File: src/tcc_params.svh
/*
 * timer counter core: register offsets, field positions, reset values.
 * assumes inclusion by bare name from the package and design modules.
 */
`ifndef TCC_PARAMS_SVH
`define TCC_PARAMS_SVH

// register byte offsets
`define TCC_OFS_IVEC      16'h012E
`define TCC_OFS_CTRL      16'h0160
`define TCC_OFS_CCTL0     16'h0162
`define TCC_OFS_CCTL1     16'h0164
`define TCC_OFS_CCTL2     16'h0166
`define TCC_OFS_COUNT     16'h0170
`define TCC_OFS_CMP0      16'h0172
`define TCC_OFS_CMP1      16'h0174
`define TCC_OFS_CMP2      16'h0176

// timer control field positions
`define TCC_BIT_FLAG      0
`define TCC_BIT_IE        1
`define TCC_BIT_CLR       2
`define TCC_MC_LO         4
`define TCC_MC_HI         5
`define TCC_ID_LO         6
`define TCC_ID_HI         7
`define TCC_SEL_LO        8
`define TCC_SEL_HI        9

// writable bits of timer control (clear bit never stored)
`define TCC_CTRL_MASK     16'hFFFB
// channel control bits 10, 9 and 3 read only
`define TCC_CCTL_MASK     16'hF9F7

// reset value and count limit
`define TCC_RST_WORD      16'h0000
`define TCC_COUNT_MAX     16'hFFFF
// overflow vector value
`define TCC_IVEC_OVF      16'h000A

`endif

File: src/tcc_pkg.sv
/*
 * timer counter core types.
 * assumes tcc_params.svh on the include path.
 */
`include "tcc_params.svh"

package tcc_pkg;

    typedef enum logic [1:0]
    {
        TCC_MODE_STOP,
        TCC_MODE_UP,
        TCC_MODE_CONT,
        TCC_MODE_UPDOWN
    } tcc_mode_t;

    typedef struct packed
    {
        logic [15:0] addr;
        logic [15:0] wdata;
        logic        wr;
        logic        rd;
    } tcc_bus_req_t;

    typedef struct packed
    {
        logic [15:0] value;
        logic        down;
    } tcc_count_t;

endpackage : tcc_pkg

File: src/tcc_clk_div.sv
/*
 * clock source select and input divider.
 * assumes source clocks are level inputs synchronous to clk;
 * emits one-cycle tick on each divided rising edge of the chosen source.
 */
`timescale 1ns/1ps

module tcc_clk_div
    import tcc_pkg::*;
(
    // clock and reset
    input  wire logic       clk,
    input  wire logic       rst_b,
    // sources
    input  wire logic       external_pin_clock,
    input  wire logic       aux_clock,
    input  wire logic       subsystem_clock,
    // control
    input  wire logic [1:0] clock_source_select,
    input  wire logic [1:0] input_divider,
    input  wire logic       clear,
    // divided tick
    output logic            tick
);

    logic       src_prev;
    logic [2:0] div_cnt;
    wire  logic src_mux;
    wire  logic src_rise;
    wire  logic [2:0] div_last;

    // 11 selects the inverted pin clock
    assign src_mux  = (clock_source_select == 2'h0) ? external_pin_clock :
                      (clock_source_select == 2'h1) ? aux_clock :
                      (clock_source_select == 2'h2) ? subsystem_clock :
                                                      ~external_pin_clock;
    assign src_rise = src_mux & ~src_prev;
    // divide by 1, 2, 4, 8
    assign div_last = 3'((4'h1 << input_divider) - 4'h1);

    always_ff @(posedge clk or negedge rst_b)
    begin
        if (!rst_b)
        begin
            src_prev <= 1'b0;
            div_cnt  <= 3'h0;
            tick     <= 1'b0;
        end
        else
        begin
            src_prev <= src_mux;
            tick     <= src_rise && (div_cnt == div_last) && !clear;
            if (clear)
                div_cnt <= 3'h0;
            else if (src_rise)
                div_cnt <= (div_cnt == div_last) ? 3'h0 : 3'(div_cnt + 3'h1);
        end
    end

endmodule : tcc_clk_div

File: src/tcc_counter.sv
/*
 * 16-bit counter with stop, up, continuous and up/down modes.
 * assumes tick is a one-cycle enable; software load wins over counting.
 */
`timescale 1ns/1ps
`include "tcc_params.svh"

module tcc_counter
    import tcc_pkg::*;
(
    // clock and reset
    input  wire logic        clk,
    input  wire logic        rst_b,
    // control
    input  wire logic        tick,
    input  tcc_mode_t        mode,
    input  wire logic [15:0] period,
    input  wire logic        clear,
    input  wire logic        load,
    input  wire logic [15:0] load_value,
    // state
    output tcc_count_t       count,
    output logic             wrap
);

    tcc_count_t next_count;
    logic       next_wrap;

    always_comb
    begin
        next_count = count;
        next_wrap  = 1'b0;
        if (tick)
        begin
            case (mode)
                TCC_MODE_STOP:
                    next_count = count;
                TCC_MODE_UP:
                begin
                    if (count.value >= period)
                    begin
                        next_count.value = 16'h0000;
                        next_wrap        = 1'b1;
                    end
                    else
                        next_count.value = count.value + 16'h0001;
                end
                TCC_MODE_CONT:
                begin
                    next_count.value = count.value + 16'h0001;
                    next_wrap        = (count.value == `TCC_COUNT_MAX);
                end
                TCC_MODE_UPDOWN:
                begin
                    if (!count.down)
                    begin
                        if (count.value >= period)
                        begin
                            next_count.down  = (period != 16'h0000);
                            next_count.value = (period == 16'h0000) ? 16'h0000
                                             : count.value - 16'h0001;
                        end
                        else
                            next_count.value = count.value + 16'h0001;
                    end
                    else if (count.value == 16'h0001)
                    begin
                        next_count.value = 16'h0000;
                        next_count.down  = 1'b0;
                        next_wrap        = 1'b1;
                    end
                    else
                        next_count.value = count.value - 16'h0001;
                end
                default:
                    next_count = count;
            endcase
        end
        if (load)
            next_count.value = load_value;
        if (clear)
        begin
            next_count = '0;
            next_wrap  = 1'b0;
        end
    end

    always_ff @(posedge clk or negedge rst_b)
    begin
        if (!rst_b)
        begin
            count <= '0;
            wrap  <= 1'b0;
        end
        else
        begin
            count <= next_count;
            wrap  <= next_wrap;
        end
    end

endmodule : tcc_counter

File: src/tcc_core.sv
/*
 * timer counter core: register file, clock selection, counting, overflow
 * request. assumes a plain register port with read data one cycle later.
 */
// Strobed register access was left to the implementer.
`timescale 1ns/1ps
`include "tcc_params.svh"

// Overview of operation
// - mode field 00 halts counter at its present value
// - up mode counts to channel-0 compare then restarts at zero
// - continuous mode counts to FFFFh then rolls over to zero
// - clear bit resets counter, divider, direction; self-clears, reads zero
// - counter register reads and writes the full 16-bit count
// - channel controls at 0162h, 0164h, 0166h, read/write except bits 10, 9, 3 (read zero), reset to zero
module tcc_core
    import tcc_pkg::*;
(
    // clock and reset
    input  wire logic        clk,
    input  wire logic        rst_b,
    // register port
    input  wire logic [15:0] reg_addr,
    input  wire logic [15:0] reg_wdata,
    input  wire logic        reg_wr,
    input  wire logic        reg_rd,
    output logic [15:0]      reg_rdata,
    // timer clock sources
    input  wire logic        external_pin_clock,
    input  wire logic        aux_clock,
    input  wire logic        subsystem_clock,
    // to capture/compare units
    output logic [15:0]      counter_out,
    output logic             count_down,
    output logic             overflow_irq
);

    tcc_bus_req_t req;
    assign req = '{addr: reg_addr, wdata: reg_wdata, wr: reg_wr, rd: reg_rd};

    ////////////////////////////////////////////////////////////////////////
    // address decode

    wire logic hit_ivec  = (req.addr == `TCC_OFS_IVEC);
    wire logic hit_ctrl  = (req.addr == `TCC_OFS_CTRL);
    wire logic hit_cctl0 = (req.addr == `TCC_OFS_CCTL0);
    wire logic hit_cctl1 = (req.addr == `TCC_OFS_CCTL1);
    wire logic hit_cctl2 = (req.addr == `TCC_OFS_CCTL2);
    wire logic hit_count = (req.addr == `TCC_OFS_COUNT);
    wire logic hit_cmp0  = (req.addr == `TCC_OFS_CMP0);
    wire logic hit_cmp1  = (req.addr == `TCC_OFS_CMP1);
    wire logic hit_cmp2  = (req.addr == `TCC_OFS_CMP2);

    wire logic wr_ctrl  = req.wr && hit_ctrl;
    wire logic wr_count = req.wr && hit_count;
    // vector access clears the pending overflow flag when it is reported
    wire logic ivec_acc = (req.wr || req.rd) && hit_ivec;

    ////////////////////////////////////////////////////////////////////////
    // registers

    // control fields, one flop each; the clear bit has none
    logic [5:0]  ctrl_spare_hi;
    logic [1:0]  clock_source_select;
    logic [1:0]  input_divider;
    logic [1:0]  count_mode_field;
    logic        ctrl_spare_lo;
    logic        overflow_irq_enable;
    logic        overflow_flag;
    logic [15:0] channel0_control;
    logic [15:0] channel1_control;
    logic [15:0] channel2_control;
    logic [15:0] channel0_compare;
    logic [15:0] channel1_compare;
    logic [15:0] channel2_compare;

    // clear bit position always reads zero
    wire logic [15:0] timer_control = {ctrl_spare_hi, clock_source_select, input_divider,
                                       count_mode_field, ctrl_spare_lo, 1'b0,
                                       overflow_irq_enable, overflow_flag};

    wire logic clr_cmd = wr_ctrl && req.wdata[`TCC_BIT_CLR];

    tcc_count_t cnt;
    logic       wrap;
    logic       tick;

    ////////////////////////////////////////////////////////////////////////
    // overflow flag and vector

    wire logic flag_now  = timer_control[`TCC_BIT_FLAG];
    wire logic ie_now    = timer_control[`TCC_BIT_IE];
    wire logic [15:0] interrupt_vector = (flag_now && ie_now) ? `TCC_IVEC_OVF
                                                              : `TCC_RST_WORD;

    // hardware set beats software or vector-access clear
    wire logic flag_sw   = wr_ctrl ? req.wdata[`TCC_BIT_FLAG] : flag_now;
    wire logic flag_acc  = (ivec_acc && flag_now && ie_now) ? 1'b0 : flag_sw;
    wire logic next_flag = wrap | flag_acc;

    wire logic [15:0] ctrl_sw = wr_ctrl ? (req.wdata & `TCC_CTRL_MASK)
                                        : timer_control;
    wire logic [15:0] next_timer_control = {ctrl_sw[15:1], next_flag};

    ////////////////////////////////////////////////////////////////////////
    // control field flops

    always_ff @(posedge clk or negedge rst_b)
    begin
        if (!rst_b)
            ctrl_spare_hi <= 6'h00;
        else
            ctrl_spare_hi <= next_timer_control[15:(`TCC_SEL_HI + 1)];
    end

    always_ff @(posedge clk or negedge rst_b)
    begin
        if (!rst_b)
            clock_source_select <= 2'h0;
        else
            clock_source_select <= next_timer_control[`TCC_SEL_HI:`TCC_SEL_LO];
    end

    always_ff @(posedge clk or negedge rst_b)
    begin
        if (!rst_b)
            input_divider <= 2'h0;
        else
            input_divider <= next_timer_control[`TCC_ID_HI:`TCC_ID_LO];
    end

    always_ff @(posedge clk or negedge rst_b)
    begin
        if (!rst_b)
            count_mode_field <= 2'h0;
        else
            count_mode_field <= next_timer_control[`TCC_MC_HI:`TCC_MC_LO];
    end

    always_ff @(posedge clk or negedge rst_b)
    begin
        if (!rst_b)
            ctrl_spare_lo <= 1'b0;
        else
            ctrl_spare_lo <= next_timer_control[`TCC_MC_LO - 1];
    end

    always_ff @(posedge clk or negedge rst_b)
    begin
        if (!rst_b)
            overflow_irq_enable <= 1'b0;
        else
            overflow_irq_enable <= next_timer_control[`TCC_BIT_IE];
    end

    always_ff @(posedge clk or negedge rst_b)
    begin
        if (!rst_b)
            overflow_flag <= 1'b0;
        else
            overflow_flag <= next_timer_control[`TCC_BIT_FLAG];
    end

    ////////////////////////////////////////////////////////////////////////
    // channel registers, storage only in this block

    wire logic wr_cctl0 = req.wr && hit_cctl0;
    wire logic wr_cctl1 = req.wr && hit_cctl1;
    wire logic wr_cctl2 = req.wr && hit_cctl2;
    wire logic wr_cmp0  = req.wr && hit_cmp0;
    wire logic wr_cmp1  = req.wr && hit_cmp1;
    wire logic wr_cmp2  = req.wr && hit_cmp2;

    always_ff @(posedge clk or negedge rst_b)
    begin
        if (!rst_b)
            channel0_control <= `TCC_RST_WORD;
        else if (wr_cctl0)
            channel0_control <= req.wdata & `TCC_CCTL_MASK;
    end

    always_ff @(posedge clk or negedge rst_b)
    begin
        if (!rst_b)
            channel1_control <= `TCC_RST_WORD;
        else if (wr_cctl1)
            channel1_control <= req.wdata & `TCC_CCTL_MASK;
    end

    always_ff @(posedge clk or negedge rst_b)
    begin
        if (!rst_b)
            channel2_control <= `TCC_RST_WORD;
        else if (wr_cctl2)
            channel2_control <= req.wdata & `TCC_CCTL_MASK;
    end

    always_ff @(posedge clk or negedge rst_b)
    begin
        if (!rst_b)
            channel0_compare <= `TCC_RST_WORD;
        else if (wr_cmp0)
            channel0_compare <= req.wdata;
    end

    always_ff @(posedge clk or negedge rst_b)
    begin
        if (!rst_b)
            channel1_compare <= `TCC_RST_WORD;
        else if (wr_cmp1)
            channel1_compare <= req.wdata;
    end

    always_ff @(posedge clk or negedge rst_b)
    begin
        if (!rst_b)
            channel2_compare <= `TCC_RST_WORD;
        else if (wr_cmp2)
            channel2_compare <= req.wdata;
    end

    ////////////////////////////////////////////////////////////////////////
    // clock select, divider, counter

    tcc_clk_div u_div
    (
        .clk                 (clk),
        .rst_b               (rst_b),
        .external_pin_clock  (external_pin_clock),
        .aux_clock           (aux_clock),
        .subsystem_clock     (subsystem_clock),
        .clock_source_select (timer_control[`TCC_SEL_HI:`TCC_SEL_LO]),
        .input_divider       (timer_control[`TCC_ID_HI:`TCC_ID_LO]),
        .clear               (clr_cmd),
        .tick                (tick)
    );

    tcc_counter u_cnt
    (
        .clk        (clk),
        .rst_b      (rst_b),
        .tick       (tick),
        .mode       (tcc_mode_t'(timer_control[`TCC_MC_HI:`TCC_MC_LO])),
        .period     (channel0_compare),
        .clear      (clr_cmd),
        .load       (wr_count),
        .load_value (req.wdata),
        .count      (cnt),
        .wrap       (wrap)
    );

    ////////////////////////////////////////////////////////////////////////
    // read back, outputs

    wire logic [15:0] rd_mux =
        hit_ivec  ? interrupt_vector :
        hit_ctrl  ? timer_control    : // clear bit never stored, reads 0
        hit_cctl0 ? channel0_control :
        hit_cctl1 ? channel1_control :
        hit_cctl2 ? channel2_control :
        hit_count ? cnt.value        :
        hit_cmp0  ? channel0_compare :
        hit_cmp1  ? channel1_compare :
        hit_cmp2  ? channel2_compare :
                    `TCC_RST_WORD;

    wire logic [15:0] next_rdata = req.rd ? rd_mux : `TCC_RST_WORD;
    wire logic        next_irq   = next_flag && next_timer_control[`TCC_BIT_IE];

    always_ff @(posedge clk or negedge rst_b)
    begin
        if (!rst_b)
            reg_rdata <= `TCC_RST_WORD;
        else
            reg_rdata <= next_rdata;
    end

    always_ff @(posedge clk or negedge rst_b)
    begin
        if (!rst_b)
            counter_out <= `TCC_RST_WORD;
        else
            counter_out <= cnt.value;
    end

    always_ff @(posedge clk or negedge rst_b)
    begin
        if (!rst_b)
            count_down <= 1'b0;
        else
            count_down <= cnt.down;
    end

    always_ff @(posedge clk or negedge rst_b)
    begin
        if (!rst_b)
            overflow_irq <= 1'b0;
        else
            overflow_irq <= next_irq;
    end

endmodule : tcc_core

File: config.mk
export PLATFORM = sky130hd
export DESIGN_NAME = tcc_core
export DESIGN_NICKNAME = d
export VERILOG_FILES = /design/src/tcc_pkg.sv /design/src/tcc_clk_div.sv /design/src/tcc_counter.sv /design/src/tcc_core.sv
export VERILOG_INCLUDE_DIRS = /design/src
export SDC_FILE = /design/constraint.sdc
export NUM_CORES = 1
export LEC_CHECK = 0
export BUFFER_PORTS_ARGS = -buffer_cell sky130_fd_sc_hd__buf_2
export CORE_MARGIN = 3
export CORE_UTILIZATION = 48
export CTS_CLUSTER_SIZE = 28
export DETAILED_ROUTE_END_ITERATION = 16
export PLACE_DENSITY_LB_ADDON = 0.05
export REMOVE_ABC_BUFFERS = 1
export SYNTH_ARGS = -nofsm -noshare
export SYNTH_HDL_FRONTEND = slang
export SYNTH_SLANG_ARGS = --single-unit
File: constraint.sdc
create_clock -name clk -period 6.3 [get_ports clk]
set_clock_uncertainty 0.1 [all_clocks]
set_input_delay 0.63 -clock clk [delete_from_list [all_inputs] [get_ports clk]]
set_output_delay 0.63 -clock clk [all_outputs]
set_load 0.01 [all_outputs]
-- Word-level counts from Yosys, hierarchy flattened
Cells that the tools add are included.
- $add $sub $neg: 4
- order comparisons: 1
- equality and inequality tests: 18
- shifts and indexed selects: 1
- muxes and demuxes: 38
- bitwise gates (word level): 4
- reductions and logical operators: 28
- operators by type and width (kind ; number):
    two-way mux 16 bit ; 15
    == test 16 x 9 -> 1 bit, second input constant ; 9
    two-way mux 17 bit ; 3
    one-hot mux 16 bit (3 select lines) ; 1
    adder 16 x 1 -> 16 bit, second input constant ; 1
    == test 16 x 1 -> 1 bit, second input constant ; 1
    == test 16 bit, second input constant ; 1
    greater-or-equal comparator 16 bit ; 1
    logical AND 1 bit ; 16
    zero test 16 bit ; 1
    nonzero test 16 bit ; 1
    subtractor 16 x 1 -> 16 bit, second input constant ; 1
    two-way mux 1 bit ; 13
    two-way mux 3 bit ; 3
    == test 2 bit, second input constant ; 3
    nonzero test 2 bit ; 3
    == test 2 x 1 -> 1 bit, second input constant ; 2
    zero test 2 bit ; 2
    two-way mux 4 bit ; 1
    AND reduction 2 bit ; 2
    adder 3 x 1 -> 3 bit, second input constant ; 1
    == test 3 bit ; 1
    != test 3 x 2 -> 1 bit, second input constant ; 1
    one-hot mux 1 bit (3 select lines) ; 1
    9 further kinds ; 10
- register bits: 159
- input bits: 39
- output and inout bits: 34
- logic and storage cells: 117

-- Longest topological paths before layout
- depth in word-level cells: 11
- depth in mapped cells: 11
- depth with buffers taken out: 10

-- Modules after synthesis
From an unflattened synthesis, not the netlist that was laid out.
- cell total of the unflattened synthesis: 830
- area, all modules: 8765.9 um^2
- by module, submodules not included (module ; instances ; cells each ; area each (um^2) ; sequential area each (um^2)):
    tcc_core ; 1 ; 463 ; 6024.5 ; 3403.3
    tcc_counter ; 1 ; 333 ; 2412.3 ; 450.4
    tcc_clk_div ; 1 ; 34 ; 329.1 ; 125.1

-- Worst setup path after synthesis
Ideal clock, no wire load.
- path type: reg-to-reg
- from: register u_cnt.count[1] (netlist name)
- to: register u_cnt.count[10] (netlist name)
- setup time: 121 ps
- data arrival time: 2524 ps
- data required time: 6079 ps
- setup slack: 3555 ps
- stages on the path, launching flop included: 11
- path buffers: 0
- period minus slack after synthesis: 2745 ps
- path through: dfrtp_1 -> inv_1 -> ha_1 -> nand2b_1 -> a2111oi_0 -> or4b_4 -> a31oi_4 -> nor2_2 -> a31o_1 -> a311o_1 -> a22o_1
- word-level cells in the longest chain between the ends: 8
- elaborated cells on any way between the ends: 13
- those cells by class: add/sub: 2; order compare: 1; eq/ne: 1; mux: 9
- RTL lines (element ; RTL line ; text):
    start, declared ; tcc_counter.sv:22 ; output tcc_count_t count,
    start signal, assigned ; tcc_counter.sv:97 ; count <= next_count;
    subtractor 16 x 1 -> 16 bit ; tcc_counter.sv:61, tcc_counter.sv:73 ;
    two-way mux 16 bit ; tcc_counter.sv:60 ; next_count.value = (period == 16'h0000) ? 16'h0000
    two-way mux 16 bit ; tcc_counter.sv:57 ; if (count.value >= period)
    two-way mux 17 bit ; tcc_counter.sv:55 ; if (!count.down)
    one-hot mux 16 bit (3 select lines) * ; tcc_counter.sv:35 ; case (mode)
    two-way mux 17 bit * ; tcc_counter.sv:33 ; if (tick)
    two-way mux 16 bit * ; tcc_counter.sv:79 ; if (load)
    two-way mux 17 bit * ; tcc_counter.sv:81 ; if (clear)
Mark *: on every way between the ends. The rest lies on a longest branch, timed or not. The select of a mux whose other input is x is not followed.
A chain may end at the register's enable or synchronous reset.

-- Worst setup path in the final report
- from: register u_cnt.count[1] (netlist name)
- to: register u_cnt.count[16] (netlist name)
Same word-level chain as after synthesis.

==> results.py <==
metrics = {
    "outcome": {
        "outcome": "complete, no violations",
    },
    "power_and_ir_drop": {
        "power_density_nw_per_um2": 230.0,
        "ir_worst_vdd_mv": 0.1967,
        "p_clk_share_pct": 49.2,
        "power.leakage_nw": 4.573,
        "swShare_pct": 22.45,
        "combPwrFrac_pct": 3.4,
        "p_switching_uw": 484.9,
        "intPower_mw": 1.675,
        "seq_power_share_pct": 47.4,
        "power_mw": 2.160,
    },
    "critical_path": {
        "crit_arrival_ns": 3.77,
        "slowest_stage": "dfrtp_1",
        "crit_start": "u_cnt.count[1]$_DFFE_PN0P_",
        "r2r_start": "u_cnt.count[1]$_DFFE_PN0P_",
        "critPathLaunchType": "flip-flop",
        "worstSetupPathType": "flip-flop to flip-flop",
        "crit_chain": "inv_1, ha_1, nand2b_1, a2111oi_0, or4b_4, and3_4, o21a_1, o21ai_2, o41ai_2, a22o_1",
        "path_max_fanout": 10,
        "cp-end-kind": "flip-flop",
        "cp_slowest_stage_delay_ns": 0.54,
        "crit_required_ns": 6.57,
    },
    "clock_network": {
        "cts_hold_buffers": 0,
        "clock_path_buffers": 2,
        "cts_resized": 0,
        "cts_sinks": 159,
        "cts.clk_slew.worst_paths_ns": 0.06,
        "htreeDepth": 4,
        "cts_root_buffer": "clkbuf_16",
        "numCtsBuffers": 17,
        "cts_tree": "done",
        "clock_latency_ns": 0.43,
        "post_cts_buffers": 0,
    },
    "route": {
        "detail-route-antenna-nets": 0,
        "drt_first_pass_iters": 5,
        "wirelength_mm": 24.04,
        "routedWlPerCell_um": 23.16,
        "viasPerCell": 6.241,
        "drc_errors": 0,
        "drtIter0Drc": 548,
        "vias": 6478,
    },
    "finish": {
        "diodes": 0,
        "drive_gt1_share_pct": 29.71,
        "nets": 864,
        "fill_cells": 1478,
        "final_cell_mix": "dfrtp_1, mux2_2, buf_2",
        "multi_input_area_um2": 4048,
        "layout_commonest_cell": "dfrtp_1",
        "fin_util_pct": 55.84,
        "ff_latch_area_um2": 3979,
        "syn2layout_area_growth_pct": 12.58,
    },
    "global_route": {
        "grt_pass1_wl_mm": 37.52,
        "grt_pass1_vias": 6514,
        "antenna_found_initial": 0,
        "grt_max_degree": 88,
        "grt-ovfl-total": 0,
        "grt_usage_pct": 26.44,
    },
    "floorplan": {
        "die_y_um": 137.8,
        "ioPinCount": 73,
        "initial_utilization_pct": 49.60,
        "core_area_um2": 16820,
        "die_w_um": 137.8,
        "die-area_um2": 19000,
        "num_rows": 47,
    },
    "synth": {
        "ys.flop_type": "dfrtp_1",
        "synth_cells": 756,
        "syn_avg_cell_area_um2": 11.03,
        "synth_seq_area_share_pct": 47.70,
        "synth_area_leaders": "dfrtp_1, mux2_2, ha_1",
        "async_flop_share_pct": 100.0,
        "synth-seq-cells": 159,
        "synth_top_area_cell": "dfrtp_1",
        "yosysTopAreaCellShare_pct": 47.70,
        "synth_edf_count": 0,
        "yosysUniqueCellTypes": 69,
        "yosys_warnings": 0,
        "netlist_area_um2": 8342,
    },
    "timing": {
        "finalCriticalPeriod_ns": 3.504,
        "finalHoldWorstSlack_ns": 0.1562,
        "setup-tns-final_ns": 0,
        "rsz0062_at_grt": "false",
        "fmax_ghz": 0.2854,
        "fin_ws_ns": 2.796,
        "period_share_pct": 55.62,
        "hold_violations": 0,
        "setup_viol": 0,
        "slew_viol_final": 0,
        "tightestPinTransition_ns": 1.136,
        "relSlewSlack_pct": 24.08,
    },
    "run": {
        "max_cap_violations": 0,
    },
    "placement": {
        "dp.final_hpwl_mm": 16.23,
        "port_buffers": 72,
        "pre_cts_ws_ns": 2.714,
        "gp_congestion": 0.8860,
    },
    "min_path": {
        "hp-class": "primary input to asynchronous set/reset pin",
    },
}
-- per-stage QoR --
stage | area (um2) | std cells
after floorplan | 8115 | 711
after global placement | 8777 | 1005
after global routing | 9392 | 1038
final | 9392 | 1038
after detailed placement | 8777 | 1005
after CTS | 9380 | 1037
-- synth_stat cells (10+ instances only) --
master / number
nand3_1: 27
xor2_1: 11
mux2_2: 111
nor3_1: 23
dfrtp_1: 159
a22oi_1: 19
and2_1: 10
o22ai_1: 13
clkbuf_1: 26
ha_1: 20
a21oi_1: 24
o21ai_0: 40
and3_1: 10
nor2_1: 32
inv_1: 25
nand2_1: 62
-- registers in the layout, summed over array words and instances (netlist names), 2 cells and up --
register	count
channel0_compare	16
ctrl_spare_hi	6
u_cnt.count	17
channel0_control	13
counter_out	16
clock_source_select	2
input_divider	2
u_div.div_cnt	3
channel2_control	13
count_mode_field	2
reg_rdata	16
channel2_compare	16
channel1_compare	16
channel1_control	13
-- layout make-up --
| type | count | area share, % |
|---|---|---|
| flip-flops and latches | 159 | 42.37 |
| inverters | 25 | 0.9992 |
| well taps | 220 | 2.931 |
| clock inverters | 13 | 1.705 |
| multi-input cells | 527 | 43.10 |
| clock buffers | 19 | 4.716 |
| repair buffers | 75 | 4.183 |
-- per-layer routing --
| metal | global-route usage [%] | share of wire (%) |
|---|---|---|
| met3 | 5.077 | 6.6 |
| met1 | 37.19 | 43 |
| met5 | 0 | 0 |
| met4 | 8.672 | 2.3 |
| met2 | 41.35 | 48 |
-- power by group through the flow --
stage                     clock network, mW  logic (mW)  registers (mW)
after global routing                   1.13      0.0809            1.02
after detailed placement                  0      0.0735            1.04
final                                  1.06      0.0733            1.02
after global placement                    0      0.0715            1.04
after floorplan                           0      0.0139            1.04
after CTS                              1.08      0.0740            1.02
-- cell families (layout without fill, tap and decap cells) --
family / Yosys count / after routing / share of synthesized area, %
AND/OR/NAND/NOR: 216 / 216 / 13.45
flip-flops: 159 / 159 / 47.70
AO/OA/AOI/OAI: 149 / 149 / 12.25
multiplexers: 122 / 122 / 17.65
buffers and inverters: 70 / 132 / 3.840
adder cells (fa/ha/maj): 20 / 20 / 3.000
XOR/XNOR: 20 / 20 / 2.100
-- worst max-delay path, delay by kind of cell, from the launching register on --
family	cells	cell delay (ns)
fa+ha+maj	1	0.31
buf+inv	1	0.22
flops	1	0.54
simple gates	3	0.62
compound gates	5	1.64
-- path summary, 6_finish.rpt --
path                                                    to  slack (ns)  cells past startpoint
max reg2reg                    u_cnt.count[16]$_DFFE_PN0P_        2.80                     10
max                            u_cnt.count[16]$_DFFE_PN0P_        2.80                     10
max in group asynchronous  channel2_control[7]$_DFFE_PN0P_        4.50                      2
min in group clk                      u_div.tick$_DFF_PN0_        0.37                      1
min                               counter_out[1]$_DFF_PN0_        0.16                      1
min reg2reg                           u_div.tick$_DFF_PN0_        0.37                      1
Note: power is estimated with default switching activity, not from simulation.
